## src/dsrx_pkg.sv

```systemverilog
// dsrx_pkg: constants and carriers for the three lane deserializer
// assumes a 25 MHz system clock and pins sampled in that domain
package dsrx_pkg;

  localparam int LANES          = 3;
  localparam int LANE_BITS      = 7;
  localparam int WORD_W         = LANES * LANE_BITS;
  localparam int SYNC_W         = 2 * (LANES + 1) + 1;
  localparam int CNT_W          = 8;
  localparam int ACC_W          = CNT_W + 1;
  localparam int LOCK_W         = 16;

  localparam int CLK_MHZ        = 25;
  localparam int CLK_PERIOD_NS  = 40;
  localparam int T_LOCK_US      = 1000;
  localparam int LOCK_CYC       = T_LOCK_US * CLK_MHZ;
  localparam int T_OFF_NS       = 400;
  localparam int OFF_CYC        = T_OFF_NS / CLK_PERIOD_NS;

  localparam logic [CNT_W-1:0] CNT_RST  = 8'h00;
  localparam logic [CNT_W-1:0] CNT_MAX  = 8'hFF;
  localparam logic [ACC_W-1:0] ACC_STEP = 9'h007;
  localparam logic [3:0]       BIT_LAST = 4'h7;

  typedef struct packed {
    logic [LANES-1:0] pos;
    logic [LANES-1:0] neg;
  } dsrx_lanes_s;

  typedef logic [LANE_BITS-1:0] dsrx_lane_t;

endpackage

```

## src/dsrx_sync.sv

```systemverilog
// dsrx_sync: two flop synchroniser for a group of pin levels
// assumes levels arrive asynchronous to clk_sys_i
`timescale 1ns/100ps
module dsrx_sync #(
  parameter int W = 1
) (
  input  wire logic         clk_sys_i,
  input  wire logic         srst_i,
  input  wire logic [W-1:0] d_i,
  output logic      [W-1:0] q_o
);

  logic [W-1:0] meta_q;
  logic [W-1:0] sync_q;

  always_ff @(posedge clk_sys_i) begin
    if (srst_i) begin
      meta_q <= '0;
      sync_q <= '0;
    end else begin
      meta_q <= d_i;
      sync_q <= meta_q;
    end
  end

  assign q_o = sync_q;

endmodule // dsrx_sync

```

## src/dsrx_deser.sv

```systemverilog
// dsrx_deser: three lane 7:1 deserializer with word clock and shutdown
// assumes lanes and link clock are pins outside the clk_sys_i domain
// Operation
// - three 7-bit lane shift registers, 21-bit word
// - shift each lane at seven bits per link period
// - transfer all lanes once per link period
// - derive bit timing and word clock from link
// - word valid at word clock rising edge
// - shutdown low stops clocking, disables receivers
// - shutdown low clears every register except the pin synchroniser to zero
// - output valid only after lock time elapses
// - off state reached within 400 ns
`timescale 1ns/100ps
module dsrx_deser
  import dsrx_pkg::*;
#(
  parameter int LOCK_CYCLES = LOCK_CYC
) (
  input  wire logic              clk_sys_i,
  input  wire logic              srst_i,
  input  wire dsrx_lanes_s       lanes_i,
  input  wire logic              link_clock_pos_i,
  input  wire logic              link_clock_neg_i,
  input  wire logic              shutdown_clear_n_i,
  output logic      [WORD_W-1:0] parallel_out_o,
  output logic                   word_clock_out_o,
  output logic                   locked_o
);

  logic [SYNC_W-1:0] pins_s;
  logic [LANES-1:0]  pos_s;
  logic [LANES-1:0]  neg_s;
  logic              clkp_s;
  logic              clkn_s;
  logic              shdn_n_s;
  logic [LANES-1:0]  rx_bit;
  logic              rx_clk;
  logic              link_edge;

  dsrx_sync #(
    .W (SYNC_W)
  ) u_sync (
    .clk_sys_i (clk_sys_i),
    .srst_i    (srst_i),
    .d_i       ({shutdown_clear_n_i, link_clock_pos_i, link_clock_neg_i,
                 lanes_i.pos, lanes_i.neg}),
    .q_o       (pins_s)
  );

  assign {shdn_n_s, clkp_s, clkn_s, pos_s, neg_s} = pins_s;

  // receivers off while shut down
  assign rx_bit = pos_s & ~neg_s & {LANES{shdn_n_s}};
  assign rx_clk = clkp_s & ~clkn_s & shdn_n_s;

  logic                           clk_prev_q, clk_prev_d;
  logic [CNT_W-1:0]               per_cnt_q, per_cnt_d;
  logic [CNT_W-1:0]               period_q, period_d;
  logic [ACC_W-1:0]               acc_q, acc_d;
  logic [3:0]                     bitcnt_q, bitcnt_d;
  logic [LANES-1:0][LANE_BITS-1:0] shift_q, shift_d;
  logic [WORD_W-1:0]              out_q, out_d;
  logic                           wclk_q, wclk_d;
  logic [LOCK_W-1:0]              lock_cnt_q, lock_cnt_d;
  logic                           locked_q, locked_d;
  logic [ACC_W-1:0]               acc_sum;
  logic                           bit_tick;

  assign link_edge = rx_clk & ~clk_prev_q;
  assign acc_sum   = acc_q + ACC_STEP;
  // six more evenly spread bit strobes after the edge slot
  assign bit_tick  = shdn_n_s & ~link_edge & (acc_sum >= {1'b0, period_q})
                     & (bitcnt_q < BIT_LAST);

  always_comb begin
    clk_prev_d = rx_clk;
    per_cnt_d  = per_cnt_q;
    period_d   = period_q;
    acc_d      = acc_q;
    bitcnt_d   = bitcnt_q;
    shift_d    = shift_q;
    out_d      = out_q;
    wclk_d     = wclk_q;
    lock_cnt_d = lock_cnt_q;
    locked_d   = locked_q;
    if (!shdn_n_s) begin
      // clear everything, stop clocking
      clk_prev_d = 1'b0;
      per_cnt_d  = CNT_RST;
      period_d   = CNT_RST;
      acc_d      = '0;
      bitcnt_d   = '0;
      shift_d    = '0;
      out_d      = '0;
      wclk_d     = 1'b0;
      lock_cnt_d = '0;
      locked_d   = 1'b0;
    end else begin
      // lock time after release
      if (!locked_q) begin
        lock_cnt_d = lock_cnt_q + 16'h0001;
        if (lock_cnt_q == LOCK_W'(LOCK_CYCLES - 1)) begin
          locked_d = 1'b1;
        end
      end
      if (link_edge) begin
        period_d  = per_cnt_q + 8'h01;
        per_cnt_d = CNT_RST;
        // first slot arrives with the edge; later strobes sit a quarter period in
        acc_d     = ACC_W'(period_d[CNT_W-1:2]);
        bitcnt_d  = 4'h1;
        wclk_d    = 1'b0;
        for (int l = 0; l < LANES; l++) begin
          shift_d[l] = {shift_q[l][LANE_BITS-2:0], rx_bit[l]};
        end
        if (locked_q) begin
          out_d = {shift_q[2], shift_q[1], shift_q[0]};
        end
      end else begin
        if (per_cnt_q != CNT_MAX) begin
          per_cnt_d = per_cnt_q + 8'h01;
        end
        if (bit_tick) begin
          acc_d    = acc_sum - {1'b0, period_q};
          bitcnt_d = bitcnt_q + 4'h1;
          for (int l = 0; l < LANES; l++) begin
            shift_d[l] = {shift_q[l][LANE_BITS-2:0], rx_bit[l]};
          end
        end else if (acc_sum <= {1'b0, period_q}) begin
          acc_d = acc_sum;
        end
        // rise mid period, data settled since the edge
        if (locked_q && per_cnt_q == {1'b0, period_q[CNT_W-1:1]}) begin
          wclk_d = 1'b1;
        end
      end
    end
  end

  always_ff @(posedge clk_sys_i) begin
    if (srst_i) begin
      clk_prev_q <= 1'b0;
      per_cnt_q  <= CNT_RST;
      period_q   <= CNT_RST;
      acc_q      <= '0;
      bitcnt_q   <= '0;
      shift_q    <= '0;
      out_q      <= '0;
      wclk_q     <= 1'b0;
      lock_cnt_q <= '0;
      locked_q   <= 1'b0;
    end else begin
      clk_prev_q <= clk_prev_d;
      per_cnt_q  <= per_cnt_d;
      period_q   <= period_d;
      acc_q      <= acc_d;
      bitcnt_q   <= bitcnt_d;
      shift_q    <= shift_d;
      out_q      <= out_d;
      wclk_q     <= wclk_d;
      lock_cnt_q <= lock_cnt_d;
      locked_q   <= locked_d;
    end
  end

  assign parallel_out_o   = out_q;
  assign word_clock_out_o = wclk_q;
  assign locked_o         = locked_q;

  localparam int OFF_LIM = OFF_CYC;
endmodule // dsrx_deser

```

## config.mk

```make
export PLATFORM = sky130hd
export DESIGN_NAME = dsrx_deser
export DESIGN_NICKNAME = d
export VERILOG_FILES = /design/src/dsrx_pkg.sv /design/src/dsrx_sync.sv /design/src/dsrx_deser.sv
export SDC_FILE = /design/constraint.sdc
export NUM_CORES = 1
export LEC_CHECK = 0
export BUFFER_PORTS_ARGS = -buffer_cell sky130_fd_sc_hd__buf_2
export CORE_ASPECT_RATIO = 0.6
export CORE_MARGIN = 2
export CORE_UTILIZATION = 45
export DETAILED_ROUTE_END_ITERATION = 6
export GPL_TIMING_DRIVEN = 0
export SETUP_SLACK_MARGIN = 0.3
export SYNTH_ARGS = -nofsm -noshare
export SYNTH_HDL_FRONTEND = slang
export SYNTH_SLANG_ARGS = --single-unit
```

## constraint.sdc

```tcl
create_clock -name clk_sys_i -period 3.8 [get_ports clk_sys_i]
set_input_delay 0.76 -clock clk_sys_i [delete_from_list [all_inputs] [get_ports clk_sys_i]]
set_output_delay 0.76 -clock clk_sys_i [all_outputs]
set_load 0.05 [all_outputs]
```

==> results of run 1 <==
==> sequential cells by signal, indices dropped and copies added, names as in the netlist <==
signal / count
parallel_out_o: 21
shift_q: 21
lock_cnt_q: 16
acc_q: 9
u_sync.meta_q: 9
u_sync.q_o: 9
per_cnt_q: 8
period_q: 8
bitcnt_q: 4
clk_prev_q: 1
locked_o: 1
word_clock_out_o: 1
==> worst paths after layout <==
check,end,slack (ns),depth (start not counted)
hold reg to reg,u_sync.q_o[0]$_SDFF_PP0_,0.44,1
setup reg to reg,shift_q[7]$_SDFFE_PP0P_,0.45,12
setup / recovery,shift_q[7]$_SDFFE_PP0P_,0.45,12
hold / removal,u_sync.q_o[0]$_SDFF_PP0_,0.44,1
==> what timing repair did <==
item | CTS | global route
buffers inserted | 0 | 3
endpoints found under the setup margin | 0 | 20
hold endpoints to repair | 0 | 0
hold buffers | 0 | 0
resized for setup | 0 | 3
==> stage by stage <==
step / setup slack, ns / std cells / cell area [um2]
floorplan: 0.906 / 538 / 4630
global placement: 0.386 / 706 / 4960
detailed placement: 0.357 / 706 / 4960
CTS: 0.344 / 722 / 5280
global route: 0.318 / 725 / 5310
finish: 0.455 / 725 / 5310
==> power by group <==
part | total (uW) | leakage (uW) | internal, uW | switching, uW
registers | 1140 | 0.000874 | 1140 | 3.92
clock network | 977 | 0.000155 | 529 | 447
logic | 104 | 0.000908 | 38.8 | 65.1
total | 2230 | 0.00194 | 1710 | 517
==> cell families (layout without fill, tap and decap cells) <==
kind of cell    count (synthesis)  count (layout)  share of synthesized area, %
mux                            10              10                          2.16
fa+ha+maj                      13              13                          3.68
buf+inv                        40              92                          3.41
simple gates                  219             219                          22.5
flops                         108             108                          46.7
compound gates                109             109                          14.2
xor+xnor                       39              39                          7.38
==> cell type report <==
class | instances | area (um2) | area share, %
Clock inverter | 7 | 87.6 | 1.65
Multi-Input combinational cell | 390 | 2320 | 43.7
Timing Repair Buffer | 36 | 188 | 3.53
Tap cell | 135 | 169 | 3.18
Inverter | 16 | 60.1 | 1.13
Sequential cell | 108 | 2160 | 40.7
Buffer | 24 | 100 | 1.88
Clock buffer | 9 | 225 | 4.24
==> worst reg2reg max path, stage by stage (launching register included) <==
cell	delay (ns)
dfxtp_1	0.34
nor3_1	0.62
nor2_1	0.11
xor2_1	0.19
ha_1	0.38
nand4_1	0.17
or2_1	0.28
and3_4	0.21
a21oi_4	0.22
or2_2	0.20
clkbuf_4	0.22
nand3b_1	0.17
a21oi_1	0.17
==> routing by layer <==
layer	part of all wire, %	track usage [%]
met3	5.6	4.58
met1	55	28.7
met2	39	28.2
met5	0	0
met4	0.30	4.11
==> placed cells by master, fill, tap and decap left out, drive strengths merged, types with 4 or more instances in the layout <==
| master | n |
|---|---|
| nand3 | 9 |
| nand2 | 106 |
| mux2i | 10 |
| clkbuf | 25 |
| a211oi | 5 |
| and3 | 4 |
| nor2b | 22 |
| buf | 44 |
| inv | 21 |
| ha | 12 |
| xor2 | 24 |
| dfxtp | 108 |
| nand4 | 6 |
| nor2 | 41 |
| o21ai | 10 |
| xnor2 | 15 |
| nand2b | 4 |
| o22ai | 4 |
| nand3b | 4 |
| a21oi | 70 |
==> metrics.yaml, run 1 <==
fin_nets: 609
fillCellCount: 951
synth_area_um2: 4630
numCtsBuffers: 9
period_share_pct: 88.0
vias: 3702
crit_start: "acc_q[0]$_SDFFE_PP0P_"
yosysTopAreaCellShare_pct: 46.7
path_buf_inv: 1
finalSetupTns_ns: 0
core_area_um2: 9910
clk_latency_ns: 0.34
cp_max_fo: 10
rsz0062_at_grt: "false"
synth_cells: 538
fp-row-count: 28
synth_area_leaders: "dfxtp_1 47%, nand2_1 8.6%, a21oi_1 7.5%"
grtUsageTotal_pct: 19.3
start_kind: "register"
die_w_um: 135
final_util_pct: 53.6
slowest_stage: "nor3_1"
drv_slew: 0
power.total_uw: 2230
crit_required_ns: 4.08
cts_tree: "built"
synth_most_common_cell: "dfxtp_1"
cpLargestDelayFamily: "simple AND/OR/NAND/NOR gates"
route.detailed.drc: 0
min_period_ns: 3.35
clk_path_buf_depth: 2
path_cells: "nor3_1, nor2_1, xor2_1, ha_1, nand4_1, or2_1, and3_4, a21oi_4, or2_2, clkbuf_4, nand3b_1, a21oi_1"
synth_top_area_cell: "dfxtp_1"
mappedNetlistNets: 562
synth.top_cells.by_count: "108 x dfxtp_1, 106 x nand2_1, 69 x a21oi_1"
dieArea_um2: 11100
drv_cap: 0
critPathArrivalTime_ns: 3.62
synthArstFlopShare_pct: 0
initial_core_util_pct: 46.7
drt-vias-per-instance: 5.11
diodes: 0
total_leakage_power_uw: 0.00194
hold_viol: 0
htreeDepth: 3
hp-class: "reg2reg"
place.gp.congestion: 0.863
cts_root_buffer: "clkbuf_16"
io_buffers: 33
drt_iter0_markers: 232
hp-start: "u_sync.meta_q[0]$_SDFF_PP0_"
fin_skew_ns: 0.00831
ys_ff_latch: 108
synth.avg_cell_area_um2: 8.60
worst_setup_path_end_kind: "register"
drtPass1Iterations: 5
antenna_found_initial: 0
synth_edf_count: 0
ant_nets: 0
status: "completed"
die_h_um: 82.6
grt_overflow: 0
areaGrowthSynthToFinish_pct: 14.8
worst_pin_slew_ns: 0.804
routedWlPerCell_um: 14.0
wirelength_um: 10100
grt_max_degree: 21
slew_headroom_pct: 46.3
path_clk_slew_ns: 0.08
ys_warn_count: 0
dp.final_hpwl_um: 7650
synth.distinct_cells: 56
crit_type: "reg2reg"
cts_sinks: 108
whs_ns: 0.442
fmaxAchievable_ghz: 0.299
synth_ff_type: "dfxtp_1"
r2r_start: "acc_q[0]$_SDFFE_PP0P_"
layout-drive-gt1-share_pct: 12.0
grt_pass1_vias: 3440
vdd_ir_drop_max_mv: 0.217
setup_viol: 0
num_io_pins: 34
powerDensity_nw_per_um2: 419
grt_pass1_wl_um: 16700
ys_seq_area_share_pct: 46.7
slowest_delay_ns: 0.62
Note: power is estimated with default switching activity, not from simulation.
==> inputs of run 2 (changes only) <==
--- a/config.mk
+++ b/config.mk
@@ -9,6 +9,7 @@
 export CORE_ASPECT_RATIO = 0.6
 export CORE_MARGIN = 2
 export CORE_UTILIZATION = 45
+export CTS_BUF_LIST = sky130_fd_sc_hd__clkbuf_16
 export DETAILED_ROUTE_END_ITERATION = 6
 export GPL_TIMING_DRIVEN = 0
 export SETUP_SLACK_MARGIN = 0.3
==> constraint.sdc (replaced) <==
create_clock -name clk_sys_i -period 2.8 [get_ports clk_sys_i]
set_input_delay 0.56 -clock clk_sys_i [delete_from_list [all_inputs] [get_ports clk_sys_i]]
set_output_delay 0.56 -clock clk_sys_i [all_outputs]
set_load 0.05 [all_outputs]
==> metrics.yaml, run 2 (synthesized netlist as in run 1, its figures left out) <==
status: "finished, violations left"
violations: "setup timing"
fin_nets: 632  # +3.8%
core_area_um2: 9910  # unchanged
vdd_ir_drop_max_mv: 0.336  # +55%
powerDensity_nw_per_um2: 516  # +23%
cts_root_buffer: "clkbuf_16"
layout-drive-gt1-share_pct: 20.6  # +8.5 points
slowest_stage: "dfxtp_4"
rrSetupSlack_ns: -0.08  # -0.53 ns
drt_iter0_markers: 209  # -9.9%
route.detailed.drc: 0  # unchanged
slew_headroom_pct: 57.3  # +11 points
antenna_found_initial: 0  # unchanged
ant_nets: 0  # unchanged
start_kind: "register"
slowest_delay_ns: 0.38  # -0.24 ns
mostFrequentLayoutCells: "102 x dfxtp_1, 101 x nand2_1, 56 x a21oi_1, 40 x nor2_1, 34 x buf_2"
critPathArrivalTime_ns: 3.15  # -0.47 ns
drv_cap: 0  # unchanged
diodes: 0  # unchanged
fin_skew_ns: 0.00501  # -0.00331 ns
rsz0062_at_grt: "true"
grt_pass1_wl_um: 18000  # +8.0%
drt-vias-per-instance: 5.23  # +2.4%
drtPass1Iterations: 5  # unchanged
drv_slew: 0  # unchanged
clk_path_buf_depth: 2  # unchanged
hp-class: "in2reg"
place.gp.congestion: 0.884  # +2.5%
finalNonFillerCells: 748  # +3.2%
crit_required_ns: 3.07  # -1.01 ns
htreeDepth: 3  # unchanged
layout_setup_ws_ns: -0.0794  # -0.534 ns
fp-row-count: 28  # unchanged
worst_setup_path_end_kind: "register"
period_share_pct: 103  # +15 points
power.total_uw: 2940  # +32%
wirelength_um: 11100  # +9.4%
num_io_pins: 34  # unchanged
grt_overflow: 0  # unchanged
worst_pin_slew_ns: 0.641  # -0.162 ns
crit_type: "reg2reg"
path_cells: "inv_4, ha_4, nand2b_4, and4_4, xor2_1, ha_1, nand4_1, or2_1, and3_4, a21oi_4, or2_4, buf_8, nand3b_1, a21oi_1"
die_w_um: 135  # unchanged
cts_sinks: 108  # unchanged
grtUsageTotal_pct: 21.0  # +1.7 points
dieArea_um2: 11100  # unchanged
cts_tree: "built"
grt_pass1_vias: 3660  # +6.4%
io_buffers: 33  # unchanged
dp.final_hpwl_um: 7750  # +1.3%
numCtsBuffers: 9  # unchanged
path_clk_slew_ns: 0.07  # about the same
routedWlPerCell_um: 14.8  # +6.0%
finalSetupTns_ns: -0.551  # -0.551 ns
initial_core_util_pct: 46.7  # unchanged
mostFrequentLayoutCell: "dfxtp_1"
clk_latency_ns: 0.34  # about the same
dp.cells: 706  # unchanged
vias: 3911  # +5.6%
whs_ns: 0.421  # -0.0214 ns
pre_cts_ws_ns: -0.249  # -0.606 ns
total_leakage_power_uw: 0.00212  # +9.3%
cp_max_fo: 7  # -3
fmaxAchievable_ghz: 0.347  # +16%
die_h_um: 82.6  # unchanged
setup_viol: 20  # +20
min_period_ns: 2.88  # -0.466 ns
grt_max_degree: 19  # -9.5%
hold_viol: 0  # unchanged
areaGrowthSynthToFinish_pct: 23.0
[run 2: cell count changes in the layout (fill, tap and decap cells not counted), moves of 3 or more]
cell | previous run | this run
buf_4 | 3 | 24
a21oi_1 | 69 | 56
a21oi_2 | 0 | 11
dfxtp_1 | 108 | 102
dfxtp_4 | 0 | 5
nand2_1 | 106 | 101
buf_2 | 38 | 34
buf_6 | 0 | 4
inv_6 | 3 | 0
nand2_4 | 0 | 3
[run 2: through the flow]
step	util, %	area [um2]
final	57.4	5690
after global routing	57.4	5690
after CTS	55.7	5520
after detailed placement	50.7	5030
after global placement	50.7	5030
after floorplan	-	4690
[run 2: metal layers]
| layer | wire length (um) | vias up | GRT usage [%] |
|---|---|---|---|
| met3 | 660 | 13 | 5.01 |
| met5 | 0 | - | 0 |
| met4 | 127 | 0 | 6.00 |
| li1 | - | 1958 | - |
| met2 | 4590 | 102 | 31.7 |
| met1 | 5710 | 1838 | 30.0 |
[run 2: what timing repair did]
item	CTS	global route
endpoints found under the hold margin	0	0
pin swaps	12	15
gates resized for setup	14	39
hold buffers	0	0
cloned	0	1
buffers inserted	21	4
setup endpoints to repair	34	34
[run 2: worst paths after layout]
check,start,depth (start not counted),to
hold / removal,link_clock_neg_i,2,u_sync.meta_q[6]$_SDFF_PP0_
hold reg to reg,u_sync.meta_q[6]$_SDFF_PP0_,1,u_sync.q_o[6]$_SDFF_PP0_
setup / recovery,acc_q[0]$_SDFFE_PP0P_,14,shift_q[7]$_SDFFE_PP0P_
setup reg to reg,acc_q[0]$_SDFFE_PP0P_,14,shift_q[7]$_SDFFE_PP0P_
[run 2: where the power goes]
part | switching, uW | leakage (uW) | internal, uW
Sequential | 5.93 | 0.000878 | 1540
Combinational | 104 | 0.00110 | 81.2
Clock | 594 | 0.000135 | 609
Total | 703 | 0.00212 | 2230
[run 2: worst max-delay path: cells and delay by family (launching register included)]
kind                     cells  cell delay, ns
buffers and inverters        2            0.17
adder cells (fa/ha/maj)      2            0.53
flip-flops                   1            0.38
AO/OA/AOI/OAI                2            0.37
AND/OR/NAND/NOR              7            1.28
XOR/XNOR                     1            0.07
[run 2: layout make-up]
| type | instances | area, um2 |
|---|---|---|
| Fill cell | 908 | 4220 |
| Multi-Input combinational cell | 390 | 2490 |
| Inverter | 16 | 62.6 |
| Clock inverter | 7 | 52.6 |
| Clock buffer | 9 | 225 |
| Buffer | 24 | 136 |
| Timing Repair Buffer | 59 | 377 |
| Sequential cell | 108 | 2180 |
| Tap cell | 135 | 169 |
==> inputs of run 3 (changes only) <==
--- a/config.mk
+++ b/config.mk
@@ -12,7 +12,9 @@
 export CTS_BUF_LIST = sky130_fd_sc_hd__clkbuf_16
 export DETAILED_ROUTE_END_ITERATION = 6
 export GPL_TIMING_DRIVEN = 0
+export HOLD_SLACK_MARGIN = 0.05
 export SETUP_SLACK_MARGIN = 0.3
 export SYNTH_ARGS = -nofsm -noshare
 export SYNTH_HDL_FRONTEND = slang
 export SYNTH_SLANG_ARGS = --single-unit
+export TNS_END_PERCENT = 1
==> metrics.yaml, run 3 (synthesized netlist as in run 1, its figures left out) <==
slowest_delay_ns: 0.38  # about the same
drtPass1Iterations: 5  # unchanged
worst_setup_path_end_kind: "register"
power.total_uw: 2950  # +0.53%
crit_required_ns: 3.02  # -0.05 ns
clk_latency_ns: 0.35  # about the same
io_buffers: 33  # unchanged
critPathArrivalTime_ns: 3.08  # -0.07 ns
dieArea_um2: 11100  # unchanged
total_leakage_power_uw: 0.00206  # -2.6%
grt_pass1_wl_um: 17500  # -3.0%
htreeDepth: 3  # unchanged
vias: 3832  # -2.0%
start_kind: "register"
path_cells: "inv_2, ha_4, nand2b_4, and4_4, xor2_1, ha_1, nand4_1, or2_1, and3_4, a21oi_4, buf_4, nor2_1, buf_4, nand2_1, a21oi_2"
mostFrequentLayoutCells: "103 x nand2_1, 102 x dfxtp_1, 63 x a21oi_1, 41 x nor2_1, 34 x buf_2"
violations: "setup timing"
route.detailed.drc: 0  # unchanged
rsz0062_at_grt: "true"
worst_pin_slew_ns: 0.895  # +0.254 ns
place.gp.congestion: 0.852  # -3.7%
cts_root_buffer: "clkbuf_16"
diodes: 0  # unchanged
grt_max_degree: 20  # +1
cp_max_fo: 10  # +3
period_share_pct: 102  # -0.64 points
fillCellCount: 906  # -0.22%
layout-drive-gt1-share_pct: 18.4  # -2.1 points
fp-row-count: 28  # unchanged
routedWlPerCell_um: 14.5  # -2.5%
core_area_um2: 9910  # unchanged
status: "finished, violations left"
powerDensity_nw_per_um2: 528  # +2.4%
vdd_ir_drop_max_mv: 0.292  # -13%
path_clk_slew_ns: 0.07  # about the same
areaGrowthSynthToFinish_pct: 20.8
crit_type: "reg2reg"
initial_core_util_pct: 46.7  # unchanged
drt-vias-per-instance: 5.16  # -1.4%
hp-class: "in2reg"
cpMostUsedCell: "buf_4"
numCtsBuffers: 9  # unchanged
clk_path_buf_depth: 2  # unchanged
reg2reg_depth: 15  # +1
min_period_ns: 2.86  # -0.0179 ns
wirelength_um: 10700  # -3.1%
cp.depth: 15  # +1
mostFrequentLayoutCell: "nand2_1"
grt_pass1_vias: 3496  # -4.5%
layout_setup_ws_ns: -0.0615  # +0.0179 ns
drt_iter0_markers: 219  # +4.8%
cts_sinks: 108  # unchanged
cts_tree: "built"
cpLargestDelayFamily: "simple AND/OR/NAND/NOR gates"
grt_overflow: 0  # unchanged
slowest_stage: "dfxtp_4"
fin_skew_ns: 0.00782  # +0.00281 ns
die_w_um: 135  # unchanged
die_h_um: 82.6  # unchanged
num_io_pins: 34  # unchanged
path_buf_inv: 3  # +1
fin_nets: 627  # -0.79%
drv_slew: 0  # unchanged
grtUsageTotal_pct: 20.4  # -0.62 points
ant_nets: 0  # unchanged
fmaxAchievable_ghz: 0.349  # +0.63%
setup_viol: 22  # +10%
whs_ns: 0.409  # -0.0118 ns
drv_cap: 0  # unchanged
slew_headroom_pct: 40.2  # -17 points
hold_viol: 0  # unchanged
worstHoldPathCells: 2  # unchanged
dp.final_hpwl_um: 7790  # +0.44%
antenna_found_initial: 0  # unchanged
==> run 3: worst paths after layout <==
kind                                                  start                           to  slack (ns)
worst max-delay path                  acc_q[1]$_SDFFE_PP0P_     shift_q[13]$_SDFFE_PP0P_       -0.06
worst max register to register        acc_q[1]$_SDFFE_PP0P_     shift_q[13]$_SDFFE_PP0P_       -0.06
worst min register to register  u_sync.meta_q[1]$_SDFF_PP0_     u_sync.q_o[1]$_SDFF_PP0_        0.44
worst min-delay path                             lanes_i[4]  u_sync.meta_q[4]$_SDFF_PP0_        0.41
==> run 3: timing repair <==
action | in CTS | in global routing
gates resized for setup | 19 | 10
cloned | 1 | 0
hold buffers | 0 | 0
pin swaps | 30 | 12
setup buffers | 17 | 3
endpoints found under the hold margin | 0 | 0
endpoints found under the setup margin | 34 | 34
==> run 3: metrics by stage <==
step | std cells | setup slack (ns) | setup TNS [ns] | instance area, um2 | util [%]
6_report | 743 | -0.0615 | -0.823 | 5590 | 56.4
2_1_floorplan | 538 | 0.244 | 0 | 4690 | -
5_1_grt | 743 | -0.230 | -5.37 | 5590 | 56.4
3_3_place_gp | 706 | -0.248 | -3.26 | 5030 | 50.7
3_5_place_dp | 706 | -0.272 | -4.22 | 5030 | 50.7
4_1_cts | 740 | -0.0341 | -0.0695 | 5530 | 55.8
==> run 3: final cells by class <==
cell class              count  area (um2)  share of cell area (%)
repair buffers             54         352                    6.29
clock buffers               9         225                    4.03
flip-flops and latches    108        2180                    39.0
clock inverters             7        57.6                    1.03
inverters                  16        62.6                    1.12
well taps                 135         169                    3.02
plain buffers              24         129                    2.30
multi-input cells         390        2420                    43.2
==> run 3: per-layer routing <==
| layer | global-route usage [%] | routed length [um] | vias up |
|---|---|---|---|
| li1 | - | - | 1950 |
| met1 | 29.3 | 5600 | 1768 |
| met2 | 29.3 | 4340 | 100 |
| met3 | 6.17 | 671 | 14 |
| met4 | 5.89 | 125 | 0 |
| met5 | 0 | 0 | - |
==> run 3: power by group <==
part / leakage (uW) / switching [uW] / internal, uW
Combinational: 0.00105 / 98.4 / 75.5
Sequential: 0.000878 / 5.41 / 1540
Clock: 0.000136 / 610 / 618
